==> src/core/tone_hit_pkg.sv <==
package tone_hit_pkg;

	// ----------------------------------------------------------------
	// clock and timebase
	// ----------------------------------------------------------------
	localparam int CLK_PERIOD_NS = 25;
	localparam int TICK_US = 500;
	localparam int TICK_CYCLES_DEF = TICK_US * 1000 / CLK_PERIOD_NS;

	// least times round up to whole ticks
	function automatic logic [11:0] us_to_ticks(input int us);
		return 12'((us + TICK_US - 1) / TICK_US);
	endfunction

	localparam int GAIN_HOLD_US = 3500;
	localparam int GAIN_FAST_US = 2500;
	localparam int RETURN_US = 4500;
	localparam int NET_CHECK_US = 200000;
	localparam int REBASE_US = 600000;
	localparam int WIN_SHORT_US = 125000;
	localparam int WIN_SECOND_US = 1000000;
	localparam logic [11:0] GAIN_HOLD_TICKS = us_to_ticks(GAIN_HOLD_US);
	localparam logic [11:0] GAIN_FAST_TICKS = us_to_ticks(GAIN_FAST_US);
	localparam logic [11:0] RETURN_TICKS = us_to_ticks(RETURN_US);
	localparam logic [11:0] NET_CHECK_TICKS = us_to_ticks(NET_CHECK_US);
	localparam logic [11:0] REBASE_TICKS = us_to_ticks(REBASE_US);
	localparam logic [11:0] WIN_SHORT_TICKS = us_to_ticks(WIN_SHORT_US);
	localparam logic [11:0] WIN_SECOND_TICKS = us_to_ticks(WIN_SECOND_US);

	// ----------------------------------------------------------------
	// measurement figures
	// ----------------------------------------------------------------
	localparam int LVL_W = 8;
	localparam logic [11:0] FULL_CYCLE_TENTHS = 12'hE10;
	localparam logic [7:0] JIT_MAX_TENTHS = 8'hFA;
	localparam logic signed [7:0] LVL_MIN_DBM = -8'sd40;
	localparam logic signed [7:0] LVL_MAX_DBM = 8'sd10;
	localparam logic [7:0] PH_THR_MIN = 8'h05;
	localparam logic [7:0] PH_THR_MAX = 8'h2D;
	localparam logic [7:0] PH_BIG_DEG = 8'h0F;
	localparam logic [1:0] PH_TRIG_RUN = 2'h3;
	localparam logic [1:0] PH_TRIG_BIG = 2'h2;
	localparam logic [2:0] PH_REARM_CYCLES = 3'h4;
	localparam logic [7:0] GAIN_THR_MIN = 8'h02;
	localparam logic [7:0] GAIN_THR_MAX = 8'h0A;
	localparam logic [8:0] GAIN_BIG_DB = 9'h004;
	localparam logic [8:0] GAIN_NET_DB = 9'h004;
	localparam logic [8:0] DROP_DB = 9'h00C;
	localparam logic [7:0] IMP_STEP_DB = 8'h04;
	localparam logic [7:0] IMP_LO_DEF = 8'h44;
	localparam int BANDLIMIT_HP_HZ = 700;
	localparam int BANDLIMIT_LP_HZ = 1300;
	localparam int STD_BAND_LO_HZ = 20;
	localparam int LF_BAND_LO_HZ = 4;
	localparam int BAND_HI_HZ = 300;

	typedef enum logic [1:0] {
		G_IDLE = 2'b00,
		G_OUT = 2'b01,
		G_LONG = 2'b10
	} gain_state_type;

endpackage

==> src/core/tone_hit_counter.sv <==
`timescale 1ns/1ps
`default_nettype none

// Summary of operation
// RL1: each second keep longest/shortest period; jitter = spread / mean period * 360.
// RL2: reported jitter is limited to 0 through 25 degrees.
// RL3: level outside -40..+10 dBm flags tone loss instead of results.
// RL4: jitter path is band-limited 700 Hz to 1300 Hz upstream; the code enables it only with a 600 ohm termination active.
// RL5: weighting band steps between standard 20-300 Hz and low 4-300 Hz.
// RL6: band selection only works with a 600 ohm termination active.
// RL7: phase hit on three intervals over threshold, or two 15 degrees beyond.
// RL8: phase hit threshold is held between 5 and 45 degrees.
// RL9: one phase hit per 125 ms window started by the first crossing.
// RL10: gain hit after 3.5 ms (2.5 ms if 4 dB beyond), limited per 125 ms.
// RL11: no return by 4.5 ms and 4 dB net at 200 ms counts a hit.
// RL12: still outside at 600 ms drops the hit and takes the new level.
// RL13: dropout on 12 dB fall beyond 4.5 ms, at most one per second.
// RL14: three impulse thresholds 4 dB apart, lowest default 68, 125 ms limit.
// RL15: hit and dropout path uses C-message weighting upstream; the code enables it only with a 600 ohm termination active.
// RL16: fast count removes all 125 ms and one second limits.
// RL17: leaving threshold editing zeros transient counts and restarts the timer.
// RL18: clear zeros impulse counts and restarts the timer.
// RL19: counting stops when the timed duration ends; 0h 0m runs forever.
// RL20: elapsed timer in h:m:s advances each second while counting.
module tone_hit_counter #(
	parameter int unsigned TICK_CYCLES = tone_hit_pkg::TICK_CYCLES_DEF,
	parameter int CNT_W = 16
) (
	input wire logic i_clk,
	input wire logic i_sys_rst,
	input wire logic i_term_600,
	input wire logic i_band_step,
	input wire logic i_cycle_done,
	input wire logic [15:0] i_cycle_period,
	input wire logic [7:0] i_phase_dev,
	input wire logic signed [tone_hit_pkg::LVL_W-1:0] i_level_dbm,
	input wire logic i_impulse_hit,
	input wire logic [7:0] i_impulse_dbrn,
	input wire logic [7:0] i_phase_thr,
	input wire logic [7:0] i_gain_thr,
	input wire logic i_imp_thr_wr,
	input wire logic [7:0] i_imp_thr_value,
	input wire logic i_fast_count,
	input wire logic i_edit_exit,
	input wire logic i_clear,
	input wire logic [7:0] i_test_hours,
	input wire logic [5:0] i_test_minutes,
	output logic [7:0] o_jitter_tenths,
	output logic o_tone_loss,
	output logic o_jitter_bandlimit_en,
	output logic o_cmsg_weight_en,
	output logic o_low_frequency_weighting_band,
	output logic [CNT_W-1:0] o_phase_hits,
	output logic [CNT_W-1:0] o_gain_hits,
	output logic [CNT_W-1:0] o_dropouts,
	output logic [CNT_W-1:0] o_lowest_impulse_count,
	output logic [CNT_W-1:0] o_mid_impulse_count,
	output logic [CNT_W-1:0] o_upper_impulse_count,
	output logic [7:0] o_lowest_impulse_threshold,
	output logic [7:0] o_elapsed_hours,
	output logic [5:0] o_elapsed_minutes,
	output logic [5:0] o_elapsed_seconds,
	output logic o_test_running
);
	import tone_hit_pkg::*;

	// ----------------------------------------------------------------
	// state
	// ----------------------------------------------------------------
	typedef struct packed {
		logic [15:0] div;
		logic [11:0] sec_cnt;
		logic [15:0] per_max;
		logic [15:0] per_min;
		logic [25:0] per_sum;
		logic [10:0] per_n;
		logic [7:0] jitter;
		logic tone_loss;
		logic term_en;
		logic lf_band;
		logic [1:0] ph_run;
		logic [1:0] ph_big;
		logic [2:0] ph_in;
		logic ph_armed;
		logic ph_used;
		logic [11:0] ph_win;
		gain_state_type gst;
		logic g_big;
		logic [11:0] g_t;
		logic signed [7:0] avg;
		logic [11:0] g_win;
		logic [3:0] d_t;
		logic d_done;
		logic [11:0] d_win;
		logic [7:0] imp_lo;
		logic [2:0][11:0] i_win;
		logic [CNT_W-1:0] ph_cnt;
		logic [CNT_W-1:0] g_cnt;
		logic [CNT_W-1:0] d_cnt;
		logic [2:0][CNT_W-1:0] i_cnt;
		logic [7:0] hh;
		logic [5:0] mm;
		logic [5:0] ss;
		logic running;
	} st_type;

	st_type st_q;
	st_type st_d;

	function automatic logic [CNT_W-1:0] sat_inc(input logic [CNT_W-1:0] v);
		return (&v) ? v : v + CNT_W'(1);
	endfunction

	function automatic logic [7:0] clamp(input logic [7:0] v, input logic [7:0] lo,
			input logic [7:0] hi);
		return (v < lo) ? lo : ((v > hi) ? hi : v);
	endfunction

	function automatic logic [11:0] win_dec(input logic [11:0] w, input logic tk);
		return (tk && w != 12'h000) ? w - 12'h001 : w;
	endfunction

	// ----------------------------------------------------------------
	// next state
	// ----------------------------------------------------------------
	always_comb begin
		logic tick;
		logic sec;
		logic cnt_en;
		logic [39:0] num;
		logic [39:0] jq;
		logic [7:0] pthr;
		logic [7:0] gthr;
		logic ph_out;
		logic ph_big_now;
		logic [1:0] run_n;
		logic [1:0] big_n;
		logic signed [8:0] gdev;
		logic [8:0] gadev;
		logic g_out;
		logic g_hit;
		logic [7:0] ithr;
		tick = 1'b0;
		sec = 1'b0;
		cnt_en = 1'b0;
		num = 40'h0;
		jq = 40'h0;
		pthr = 8'h00;
		gthr = 8'h00;
		ph_out = 1'b0;
		ph_big_now = 1'b0;
		run_n = 2'h0;
		big_n = 2'h0;
		gdev = 9'sh000;
		gadev = 9'h000;
		g_out = 1'b0;
		g_hit = 1'b0;
		ithr = 8'h00;
		st_d = st_q;

		tick = (st_q.div == 16'(TICK_CYCLES - 1));
		st_d.div = tick ? 16'h0000 : st_q.div + 16'h0001;
		sec = tick && (st_q.sec_cnt == WIN_SECOND_TICKS - 12'h001);
		if (tick) begin
			st_d.sec_cnt = sec ? 12'h000 : st_q.sec_cnt + 12'h001;
		end
		st_d.tone_loss = (i_level_dbm < LVL_MIN_DBM) || (i_level_dbm > LVL_MAX_DBM); // RL3
		cnt_en = st_q.running && !st_q.tone_loss;
		st_d.term_en = i_term_600; // RL4 RL15

		// ------------------------------------------------------------
		// weighting band
		// ------------------------------------------------------------
		if (!i_term_600) begin
			st_d.lf_band = 1'b0; // RL6
		end else if (i_band_step) begin
			st_d.lf_band = !st_q.lf_band; // RL5
		end

		// ------------------------------------------------------------
		// phase jitter
		// ------------------------------------------------------------
		if (i_cycle_done) begin
			if (i_cycle_period > st_q.per_max) begin
				st_d.per_max = i_cycle_period; // RL1
			end
			if (i_cycle_period < st_q.per_min) begin
				st_d.per_min = i_cycle_period; // RL1
			end
			st_d.per_sum = st_q.per_sum + 26'(i_cycle_period);
			st_d.per_n = (&st_q.per_n) ? st_q.per_n : st_q.per_n + 11'h001;
		end
		if (sec) begin
			// a cycle ending on the boundary cycle is dropped; one sample in a thousand
			if (st_q.per_n != 11'h000 && st_q.per_sum != 26'h0) begin
				num = 40'(st_q.per_max - st_q.per_min) * 40'(st_q.per_n)
					* 40'(FULL_CYCLE_TENTHS);
				jq = num / 40'(st_q.per_sum); // RL1
			end
			st_d.jitter = (jq > 40'(JIT_MAX_TENTHS)) ? JIT_MAX_TENTHS : jq[7:0]; // RL2
			st_d.per_max = 16'h0000;
			st_d.per_min = 16'hFFFF;
			st_d.per_sum = 26'h0;
			st_d.per_n = 11'h000;
		end
		if (st_q.tone_loss) begin
			st_d.jitter = 8'h00; // RL3
		end

		// ------------------------------------------------------------
		// phase hits
		// ------------------------------------------------------------
		pthr = clamp(i_phase_thr, PH_THR_MIN, PH_THR_MAX); // RL8
		st_d.ph_win = win_dec(st_q.ph_win, tick);
		if (tick && st_q.ph_win == 12'h001) begin
			st_d.ph_used = 1'b0;
		end
		if (i_cycle_done && cnt_en) begin
			ph_out = i_phase_dev > pthr;
			ph_big_now = {1'b0, i_phase_dev} >= ({1'b0, pthr} + {1'b0, PH_BIG_DEG});
			run_n = (st_q.ph_run == 2'h3) ? 2'h3 : st_q.ph_run + 2'h1;
			big_n = (st_q.ph_big == 2'h3) ? 2'h3 : st_q.ph_big + 2'h1;
			if (ph_out) begin
				st_d.ph_in = 3'h0;
				st_d.ph_run = run_n;
				st_d.ph_big = ph_big_now ? big_n : 2'h0;
				if (st_q.ph_win == 12'h000 && !st_q.ph_used) begin
					st_d.ph_win = WIN_SHORT_TICKS; // RL9
				end
				if (st_q.ph_armed && (run_n >= PH_TRIG_RUN
						|| (ph_big_now && big_n >= PH_TRIG_BIG))) begin // RL7
					st_d.ph_armed = 1'b0;
					if (!st_q.ph_used || i_fast_count) begin // RL9 RL16
						st_d.ph_cnt = sat_inc(st_q.ph_cnt);
						st_d.ph_used = 1'b1;
					end
				end
			end else begin
				st_d.ph_run = 2'h0;
				st_d.ph_big = 2'h0;
				st_d.ph_in = (st_q.ph_in == 3'h7) ? 3'h7 : st_q.ph_in + 3'h1;
				if (st_q.ph_in + 3'h1 >= PH_REARM_CYCLES) begin
					st_d.ph_armed = 1'b1; // RL7
				end
			end
		end

		// ------------------------------------------------------------
		// gain hits
		// ------------------------------------------------------------
		gthr = clamp(i_gain_thr, GAIN_THR_MIN, GAIN_THR_MAX);
		gdev = 9'(i_level_dbm) - 9'(st_q.avg);
		gadev = gdev[8] ? 9'(-gdev) : 9'(gdev);
		g_out = gadev >= {1'b0, gthr};
		st_d.g_win = win_dec(st_q.g_win, tick);
		if (!cnt_en) begin
			st_d.gst = G_IDLE;
		end else if (tick) begin
			case (st_q.gst)
				G_IDLE: begin
					if (g_out) begin
						st_d.gst = G_OUT;
						st_d.g_t = 12'h001;
						st_d.g_big = gadev >= {1'b0, gthr} + GAIN_BIG_DB;
					end else if (i_level_dbm > st_q.avg) begin
						st_d.avg = st_q.avg + 8'sd1;
					end else if (i_level_dbm < st_q.avg) begin
						st_d.avg = st_q.avg - 8'sd1;
					end
				end
				G_OUT: begin
					st_d.g_t = st_q.g_t + 12'h001;
					if (gadev >= {1'b0, gthr} + GAIN_BIG_DB) begin
						st_d.g_big = 1'b1;
					end
					if (!g_out) begin
						st_d.gst = G_IDLE;
						g_hit = st_q.g_t >= (st_q.g_big ? GAIN_FAST_TICKS
							: GAIN_HOLD_TICKS); // RL10
					end else if (st_q.g_t >= RETURN_TICKS) begin
						st_d.gst = G_LONG; // RL11
					end
				end
				G_LONG: begin
					st_d.g_t = st_q.g_t + 12'h001;
					if (!g_out) begin
						st_d.gst = G_IDLE;
					end else if (st_q.g_t == REBASE_TICKS - 12'h001) begin
						st_d.avg = i_level_dbm; // RL12
						st_d.gst = G_IDLE;
					end else if (st_q.g_t == NET_CHECK_TICKS - 12'h001) begin
						g_hit = gadev >= GAIN_NET_DB; // RL11
					end
				end
				default: begin
					st_d.gst = G_IDLE;
				end
			endcase
		end
		if (g_hit && (st_q.g_win == 12'h000 || i_fast_count)) begin // RL10 RL16
			st_d.g_cnt = sat_inc(st_q.g_cnt);
			st_d.g_win = WIN_SHORT_TICKS;
		end

		// ------------------------------------------------------------
		// dropouts
		// ------------------------------------------------------------
		st_d.d_win = win_dec(st_q.d_win, tick);
		if (tick && cnt_en) begin
			if (gdev <= -$signed(DROP_DB)) begin
				st_d.d_t = (st_q.d_t == 4'hF) ? 4'hF : st_q.d_t + 4'h1;
				if (st_q.d_t >= RETURN_TICKS[3:0] && !st_q.d_done) begin // RL13
					st_d.d_done = 1'b1;
					if (st_q.d_win == 12'h000 || i_fast_count) begin // RL16
						st_d.d_cnt = sat_inc(st_q.d_cnt);
						st_d.d_win = WIN_SECOND_TICKS; // RL13
					end
				end
			end else begin
				st_d.d_t = 4'h0;
				st_d.d_done = 1'b0;
			end
		end

		// ------------------------------------------------------------
		// impulse noise
		// ------------------------------------------------------------
		if (i_imp_thr_wr) begin
			st_d.imp_lo = i_imp_thr_value; // RL14
		end
		for (int k = 0; k < 3; k++) begin
			ithr = st_q.imp_lo + 8'(k * 4);
			st_d.i_win[k] = win_dec(st_q.i_win[k], tick);
			if (i_impulse_hit && cnt_en && i_impulse_dbrn >= ithr
					&& (st_q.i_win[k] == 12'h000 || i_fast_count)) begin // RL14 RL16
				st_d.i_cnt[k] = sat_inc(st_q.i_cnt[k]);
				st_d.i_win[k] = WIN_SHORT_TICKS;
			end
		end

		// ------------------------------------------------------------
		// test timer
		// ------------------------------------------------------------
		st_d.running = (i_test_hours == 8'h00 && i_test_minutes == 6'h00)
			|| ({st_q.hh, st_q.mm} < {i_test_hours, i_test_minutes}); // RL19
		if (sec && st_q.running) begin // RL20
			st_d.ss = (st_q.ss == 6'h3B) ? 6'h00 : st_q.ss + 6'h01;
			if (st_q.ss == 6'h3B) begin
				st_d.mm = (st_q.mm == 6'h3B) ? 6'h00 : st_q.mm + 6'h01;
				if (st_q.mm == 6'h3B) begin
					st_d.hh = st_q.hh + 8'h01;
				end
			end
		end

		// clears come last so they win over a count in the same cycle
		if (i_edit_exit) begin // RL17
			st_d.ph_cnt = '0;
			st_d.g_cnt = '0;
			st_d.d_cnt = '0;
		end
		if (i_clear) begin // RL18
			st_d.i_cnt = '0;
		end
		if (i_edit_exit || i_clear) begin // RL17 RL18
			st_d.hh = 8'h00;
			st_d.mm = 6'h00;
			st_d.ss = 6'h00;
		end

		if (i_sys_rst) begin
			st_d = '0;
			st_d.per_min = 16'hFFFF;
			st_d.imp_lo = IMP_LO_DEF;
			st_d.ph_armed = 1'b1;
			st_d.gst = G_IDLE;
		end
	end

	always_ff @(posedge i_clk) begin
		st_q <= st_d;
	end

	// ----------------------------------------------------------------
	// outputs
	// ----------------------------------------------------------------
	assign o_jitter_tenths = st_q.jitter;
	assign o_tone_loss = st_q.tone_loss;
	assign o_jitter_bandlimit_en = st_q.term_en;
	assign o_cmsg_weight_en = st_q.term_en;
	assign o_low_frequency_weighting_band = st_q.lf_band;
	assign o_phase_hits = st_q.ph_cnt;
	assign o_gain_hits = st_q.g_cnt;
	assign o_dropouts = st_q.d_cnt;
	assign o_lowest_impulse_count = st_q.i_cnt[0];
	assign o_mid_impulse_count = st_q.i_cnt[1];
	assign o_upper_impulse_count = st_q.i_cnt[2];
	assign o_lowest_impulse_threshold = st_q.imp_lo;
	assign o_elapsed_hours = st_q.hh;
	assign o_elapsed_minutes = st_q.mm;
	assign o_elapsed_seconds = st_q.ss;
	assign o_test_running = st_q.running;
endmodule

`default_nettype wire

==> config.mk <==
export PLATFORM = sky130hd
export DESIGN_NAME = tone_hit_counter
export DESIGN_NICKNAME = d
export VERILOG_FILES = /design/src/core/tone_hit_pkg.sv /design/src/core/tone_hit_counter.sv
export SDC_FILE = /design/constraint.sdc
export NUM_CORES = 2
export LEC_CHECK = 0
export ABC_AREA = 1
export BUFFER_PORTS_ARGS = -buffer_cell sky130_fd_sc_hd__buf_2
export CORE_ASPECT_RATIO = 2
export CORE_MARGIN = 3
export CORE_UTILIZATION = 65
export CTS_BUF_LIST = sky130_fd_sc_hd__clkbuf_16
export DETAILED_ROUTE_END_ITERATION = 16
export PLACE_DENSITY_LB_ADDON = 0.3
export RECOVER_POWER = 25
export SYNTH_ARGS = -nofsm -noshare
export SYNTH_HDL_FRONTEND = slang
export SYNTH_SLANG_ARGS = --single-unit
export TNS_END_PERCENT = 50
==> constraint.sdc <==
create_clock -name i_clk -period 168.6 [get_ports i_clk]
set_input_delay 16.86 -clock i_clk [delete_from_list [all_inputs] [get_ports i_clk]]
set_output_delay 16.86 -clock i_clk [all_outputs]
set_load 0.005 [all_outputs]
Word-level counts from Yosys, hierarchy flattened
Cells that the tools add are included.
{"block": "totals", "word_cells": 301, "input_bits": 88, "reg_bits": 342}
{"block": "classes", "bitwise": 9, "order_cmp": 27, "multipliers": 2, "div": 1, "addsub": 33, "n_eq_ne": 23, "n_reduce_logical": 102, "mux": 62}
{"cell": "8-bit 2-to-1 mux", "n": 19}
{"cell": "16-bit by 1-bit adder with 16-bit output, second input constant", "n": 7}
{"cell": "16-bit AND reduction", "n": 6}
{"cell": "12-bit 2-to-1 mux", "n": 7}
{"cell": "40-bit 2-to-1 mux", "n": 2}
{"cell": "12-bit zero test", "n": 6}
{"cell": "12-bit nonzero test", "n": 6}
{"cell": "12-bit by 1-bit subtractor with 12-bit output, second input constant", "n": 6}
{"cell": "40-bit by 26-bit divider with 40-bit output", "n": 1}
{"cell": "40-bit by 8-bit greater-than comparator with 1-bit output, second input constant", "n": 1}
{"cell": "40-bit by 8-bit multiplier with 36-bit output, second input constant", "n": 1}
{"cell": "13-bit 2-to-1 mux", "n": 3}
{"cell": "17-bit by 12-bit multiplier with 29-bit output", "n": 1}
{"cell": "26-bit by 16-bit adder with 26-bit output", "n": 1}
{"cell": "1-bit logical AND", "n": 26}
{"cell": "26-bit nonzero test", "n": 1}
{"cell": "2-bit OR reduction", "n": 13}
{"cell": "12-bit by 1-bit adder with 12-bit output, second input constant", "n": 2}
{"cell": "12-bit by 11-bit equality test with 1-bit output, second input constant", "n": 2}
{"cell": "8-bit >= comparator", "n": 3}
{"cell": "12-bit one-hot mux with 2 select lines", "n": 1}
{"cell": "2-bit 2-to-1 mux", "n": 9}
{"cell": "2-bit AND reduction", "n": 9}
{"cell": "16-bit by 16-bit subtractor with 17-bit output", "n": 1}
{"cell": "69 further kinds", "n": 125}

Longest topological paths before layout
{"block": "depth", "word_depth": 12, "mapped_depth": 1043, "mapped_depth_nobuf": 987}

Least setup slack after synthesis
OpenSTA, ideal clock, no wires.
{"block": "synth_timing", "path_kind": "reg2reg", "from": "reg st_q[298] (netlist bit)", "to": "reg st_q, in the netlist o_jitter_tenths[0]", "path_slack_ps": 37624, "required_ps": 168534, "arrival_time_ps": 130910, "stages_incl_launch_ff": 1002, "cell_sequence": "dfxtp_1 > inv_1 > ha_1 > fa_1 > o21ai_0 > nand3_1 > nand2_1 > xor2_1 > nand2_1 > fa_1 > fa_1 > fa_1 > inv_1 > fa_1 > inv_1 > fa_1 > inv_1 > ha_1 > (+966 left out) > nand4_2 > nand3_4 > nor2_4 > nand2_4 > buf_8 > clkbuf_2 > o21ai_0 > inv_1 > ha_1 > nand4_1 > or3_1 > nor4_1 > nand2_1 > nand2_1 > nand2_1 > a21oi_1 > nand3_1 > a21oi_2"}
{"block": "synth_via", "elab_chain_len": 8}
{"element": "start, declared", "line": "tone_hit_counter.sv:107", "text": "st_type st_q;"}
{"element": "start signal, assigned", "line": "tone_hit_counter.sv:381", "text": "st_q <= st_d;"}
{"element": "16-bit by 16-bit subtractor with 17-bit output (*)", "line": "tone_hit_counter.sv:196", "text": "num = 40'(st_q.per_max - st_q.per_min) * 40'(st_q.per_n)"}
{"element": "17-bit by 12-bit multiplier with 29-bit output (*)", "line": "tone_hit_counter.sv:196"}
{"element": "40-bit by 8-bit multiplier with 36-bit output (*)", "line": "tone_hit_counter.sv:197", "text": "* 40'(FULL_CYCLE_TENTHS);"}
{"element": "40-bit by 26-bit divider with 40-bit output (*)", "line": "tone_hit_counter.sv:198", "text": "jq = num / 40'(st_q.per_sum);"}
{"element": "40-bit 2-to-1 mux (*)", "line": "tone_hit_counter.sv:195", "text": "if (st_q.per_n != 11'h000 && st_q.per_sum != 26'h0) begin"}
{"element": "40-bit 2-to-1 mux (*)", "line": "tone_hit_counter.sv:193", "text": "if (sec) begin"}
{"element": "40-bit by 8-bit greater-than comparator with 1-bit output", "line": "tone_hit_counter.sv:200", "text": "st_d.jitter = (jq > 40'(JIT_MAX_TENTHS)) ? JIT_MAX_TENTHS : jq[7:0];"}
{"element": "8-bit 2-to-1 mux (*)", "line": "tone_hit_counter.sv:200"}
Every way passes the cells marked *; elsewhere a longest branch is shown, timed or not. The select of a mux whose other input is x is not followed.
A chain may end at the register's enable or synchronous reset.

==> out/results.tsv <==
metric	value	unit
Synth-to-Final Area Change	3.56	%
Setup crit start kind	flop	
highest clock rate	0.00656	GHz
Post-synth EDFFs	0	
multi-input logic area	59100	µm²
post-synthesis register bit count	342	
Synth Area in Adders	23.2	%
Syn Std Cell Area	76100	µm²
share of post-route cells with drive strength above 1	8.05	%
min Tclk post-route	152.42	ns
largest net degree at the start of global routing	60	
Yosys cell types	91	
Total GRT Usage	43.8	%
Compound-Gate Fraction of Synth Area	15.2	%
clk slew on worst S/H paths	0.06	ns
fin crit share	90.4	%
CP max FO	51	
Die Span X	248	µm
CTS tree	yes	
worst endpoint required time	169.08	ns
post-synthesis mux area share	0.0131	%
CTS Buf Count	40	
post-route setup slack	16.18	ns
Synth Instances	12000	
wirelength, routed	272000	µm
Pre-antenna DRT Iters	9	
CORE AREA	116000	µm²
clock buffer depth	3	
Clock Sink Count	342	
global-route congestion overflow total	0	
CP max stage cell	xor2_1	
final hold vios	0	
Max transition margin	-75.7	%
Vias/cell	6.00	
post-synthesis async set-or-reset flop share	0	%
FF-to-FF Start	st_q[298]	
# H-tree levels	2	
cell with the most instances after synthesis	nand2_1	
Final setup viols	0	
xor/xnor share of the synthesized area	7.96	%
top cells by area, synth	ha_1 17%, nand2_1 13%, inv_1 10%	
residual DRC count	0	
setup slack, reg-to-reg	16.18	ns
antenna violations before repair	14	
num ports	225	
Hold Path Class	flop to flop	
Crit Reg-Reg Endpoint	o_jitter_tenths[5]	
dominant synthesized flop cell	dfxtp_1	
largest family of logic cells by synthesized area	simple AND/OR/NAND/NOR gates	
Register Area	6850	µm²
placed wire-length estimate	216000	µm
nets	13400	
synth cell count leaders	2,626 x nand2_1, 2,018 x inv_1, 1,062 x ha_1	
failing checks	capacitance limit, slew limit	
Die ar.	122000	µm²
number of global-route vias before repair	81400	
Core Rows	177	
DR WL/cell	20.0	µm
die span in y	490	µm
WHS Path Cells	1	
HP Start	st_q[326]	
max_cap viols	2	
initial core utilization	65.5	%
first-pass GRT wire length	418000	µm
Routed Antenna Nets	0	
Avg Cell Area, Syn	6.34	µm²
CP Class	flop to flop	
Setup Skew	0.0571	ns
Slew Limit Fails	98	
PortBufs	224	
Root Buffer Master	clkbuf_16	
Seq/Total Area, Yosys	8.99	%
worst slew pin tran	2.64	ns
initial DRC count	5610	
top-area cell type share of the netlist area	17.5	%
Vias	81500	
Worst EP arrival	152.90	ns
status	finished with violations	
DP Worst Slack	16.77	ns
FILL cells	10800	
Critical Path Max Stage Delay	0.61	ns
crit end category	flop	
gpl congestion	1.09	
Syn. warnings	0	
FF-to-FF path depth	938	
cell taking the most area after synthesis	ha_1	
fin util	67.8	%
worst skew pair latency	0.62	ns
CP most frequent cell	nand2_1	
postcts setup bufs	0	
simple-gate area share of the yosys netlist	31.2	%
end of the worst hold path	st_q[326]	
repair_timing:
action                                  4_1_cts  5_1_grt
endpoints found under the setup margin        0        8
hold buffers                                  0        0
gates resized for setup                       0       19
per-layer routing:
metal / routed length [µm] / track usage, % / vias to the layer above
met2: 132000 / 76.3 / 3494
met3: 19000 / 10.8 / 1912
met4: 37600 / 48.0 / 4
li1: - / - / 38800
met1: 83700 / 38.4 / 37300
met5: 31 / 0 / -
cell type report:
type	instances	area share, %
clock inverter	31	0.267
timing repair buffer	296	2.01
multi-input combinational	9241	75.0
antenna	8	0.0254
sequential	342	8.68
inverter	2110	10.3
timing repair inverter	2	0.0127
tap	1521	2.41
clock buffer	41	1.30
state kept, by name, indices dropped and copies added, names as in the netlist:
| name | flops |
|---|---|
| o_cmsg_weight_en | 1 |
| o_dropouts | 16 |
| o_elapsed_hours | 8 |
| o_elapsed_minutes | 6 |
| o_elapsed_seconds | 6 |
| o_gain_hits | 16 |
| o_jitter_tenths | 8 |
| o_low_frequency_weighting_band | 1 |
| o_lowest_impulse_count | 16 |
| o_lowest_impulse_threshold | 8 |
| o_mid_impulse_count | 16 |
| o_phase_hits | 16 |
| o_test_running | 1 |
| o_tone_loss | 1 |
| o_upper_impulse_count | 16 |
| st_q | 206 |
logic make-up (layout without fill, tap and decap cells):
family | after synthesis | in the layout
xor+xnor | 691 | 691
mux | 1 | 1
flops | 342 | 342
other cells | 1 | 20
buf+inv | 2437 | 2480
compound gates | 2094 | 2095
fa+ha+maj | 1279 | 1279
simple gates | 5162 | 5163
how the worst max path moves through the flow:
| stage | startpoint | endpoint | slack (ns) |
|---|---|---|---|
| after floorplan | st_q[298] | o_jitter_tenths[0] | 37.62 |
| after global placement | st_q[298] | o_jitter_tenths[1] | 22.43 |
| after detailed placement | st_q[298] | o_jitter_tenths[5] | 16.77 |
| after CTS | st_q[298] | o_jitter_tenths[5] | 16.26 |
| after global routing | st_q[298] | o_jitter_tenths[1] | -0.06 |
| final | st_q[298] | o_jitter_tenths[5] | 16.18 |
worst max-delay path, delay by kind of cell, from the launching register on:
| family | cells | cell delay [ns] |
|---|---|---|
| flops | 1 | 0.34 |
| simple gates | 323 | 39.72 |
| xor+xnor | 5 | 1.97 |
| fa+ha+maj | 50 | 17.38 |
| buf+inv | 164 | 19.06 |
| compound gates | 315 | 60.45 |
through the flow:
stage	area (µm²)	hold WS [ns]	TNS (ns)	cells
after floorplan	76200	0.418	0	12000
after global placement	77600	0.436	0	13500
after detailed placement	77600	0.443	0	13500
after CTS	78800	0.456	0	13600
after global routing	78800	0.486	-0.197	13600
final	78800	0.452	0	13600
layout by cell type (no fill, tap or decap), types with 217 or more instances in the layout:
cell and count:
ha_1 1062, nand2_1 2626, inv_1 2016, a21oi_1 964
o21ai_0 695, fa_1 217, xnor2_1 262, xor2_1 424
nor2_1 933, dfxtp_1 342, nand3_1 502
Power is left out: the tool's default activity adds up to more than one toggle a clock period on the data nets, which glitch-free logic cannot reach.
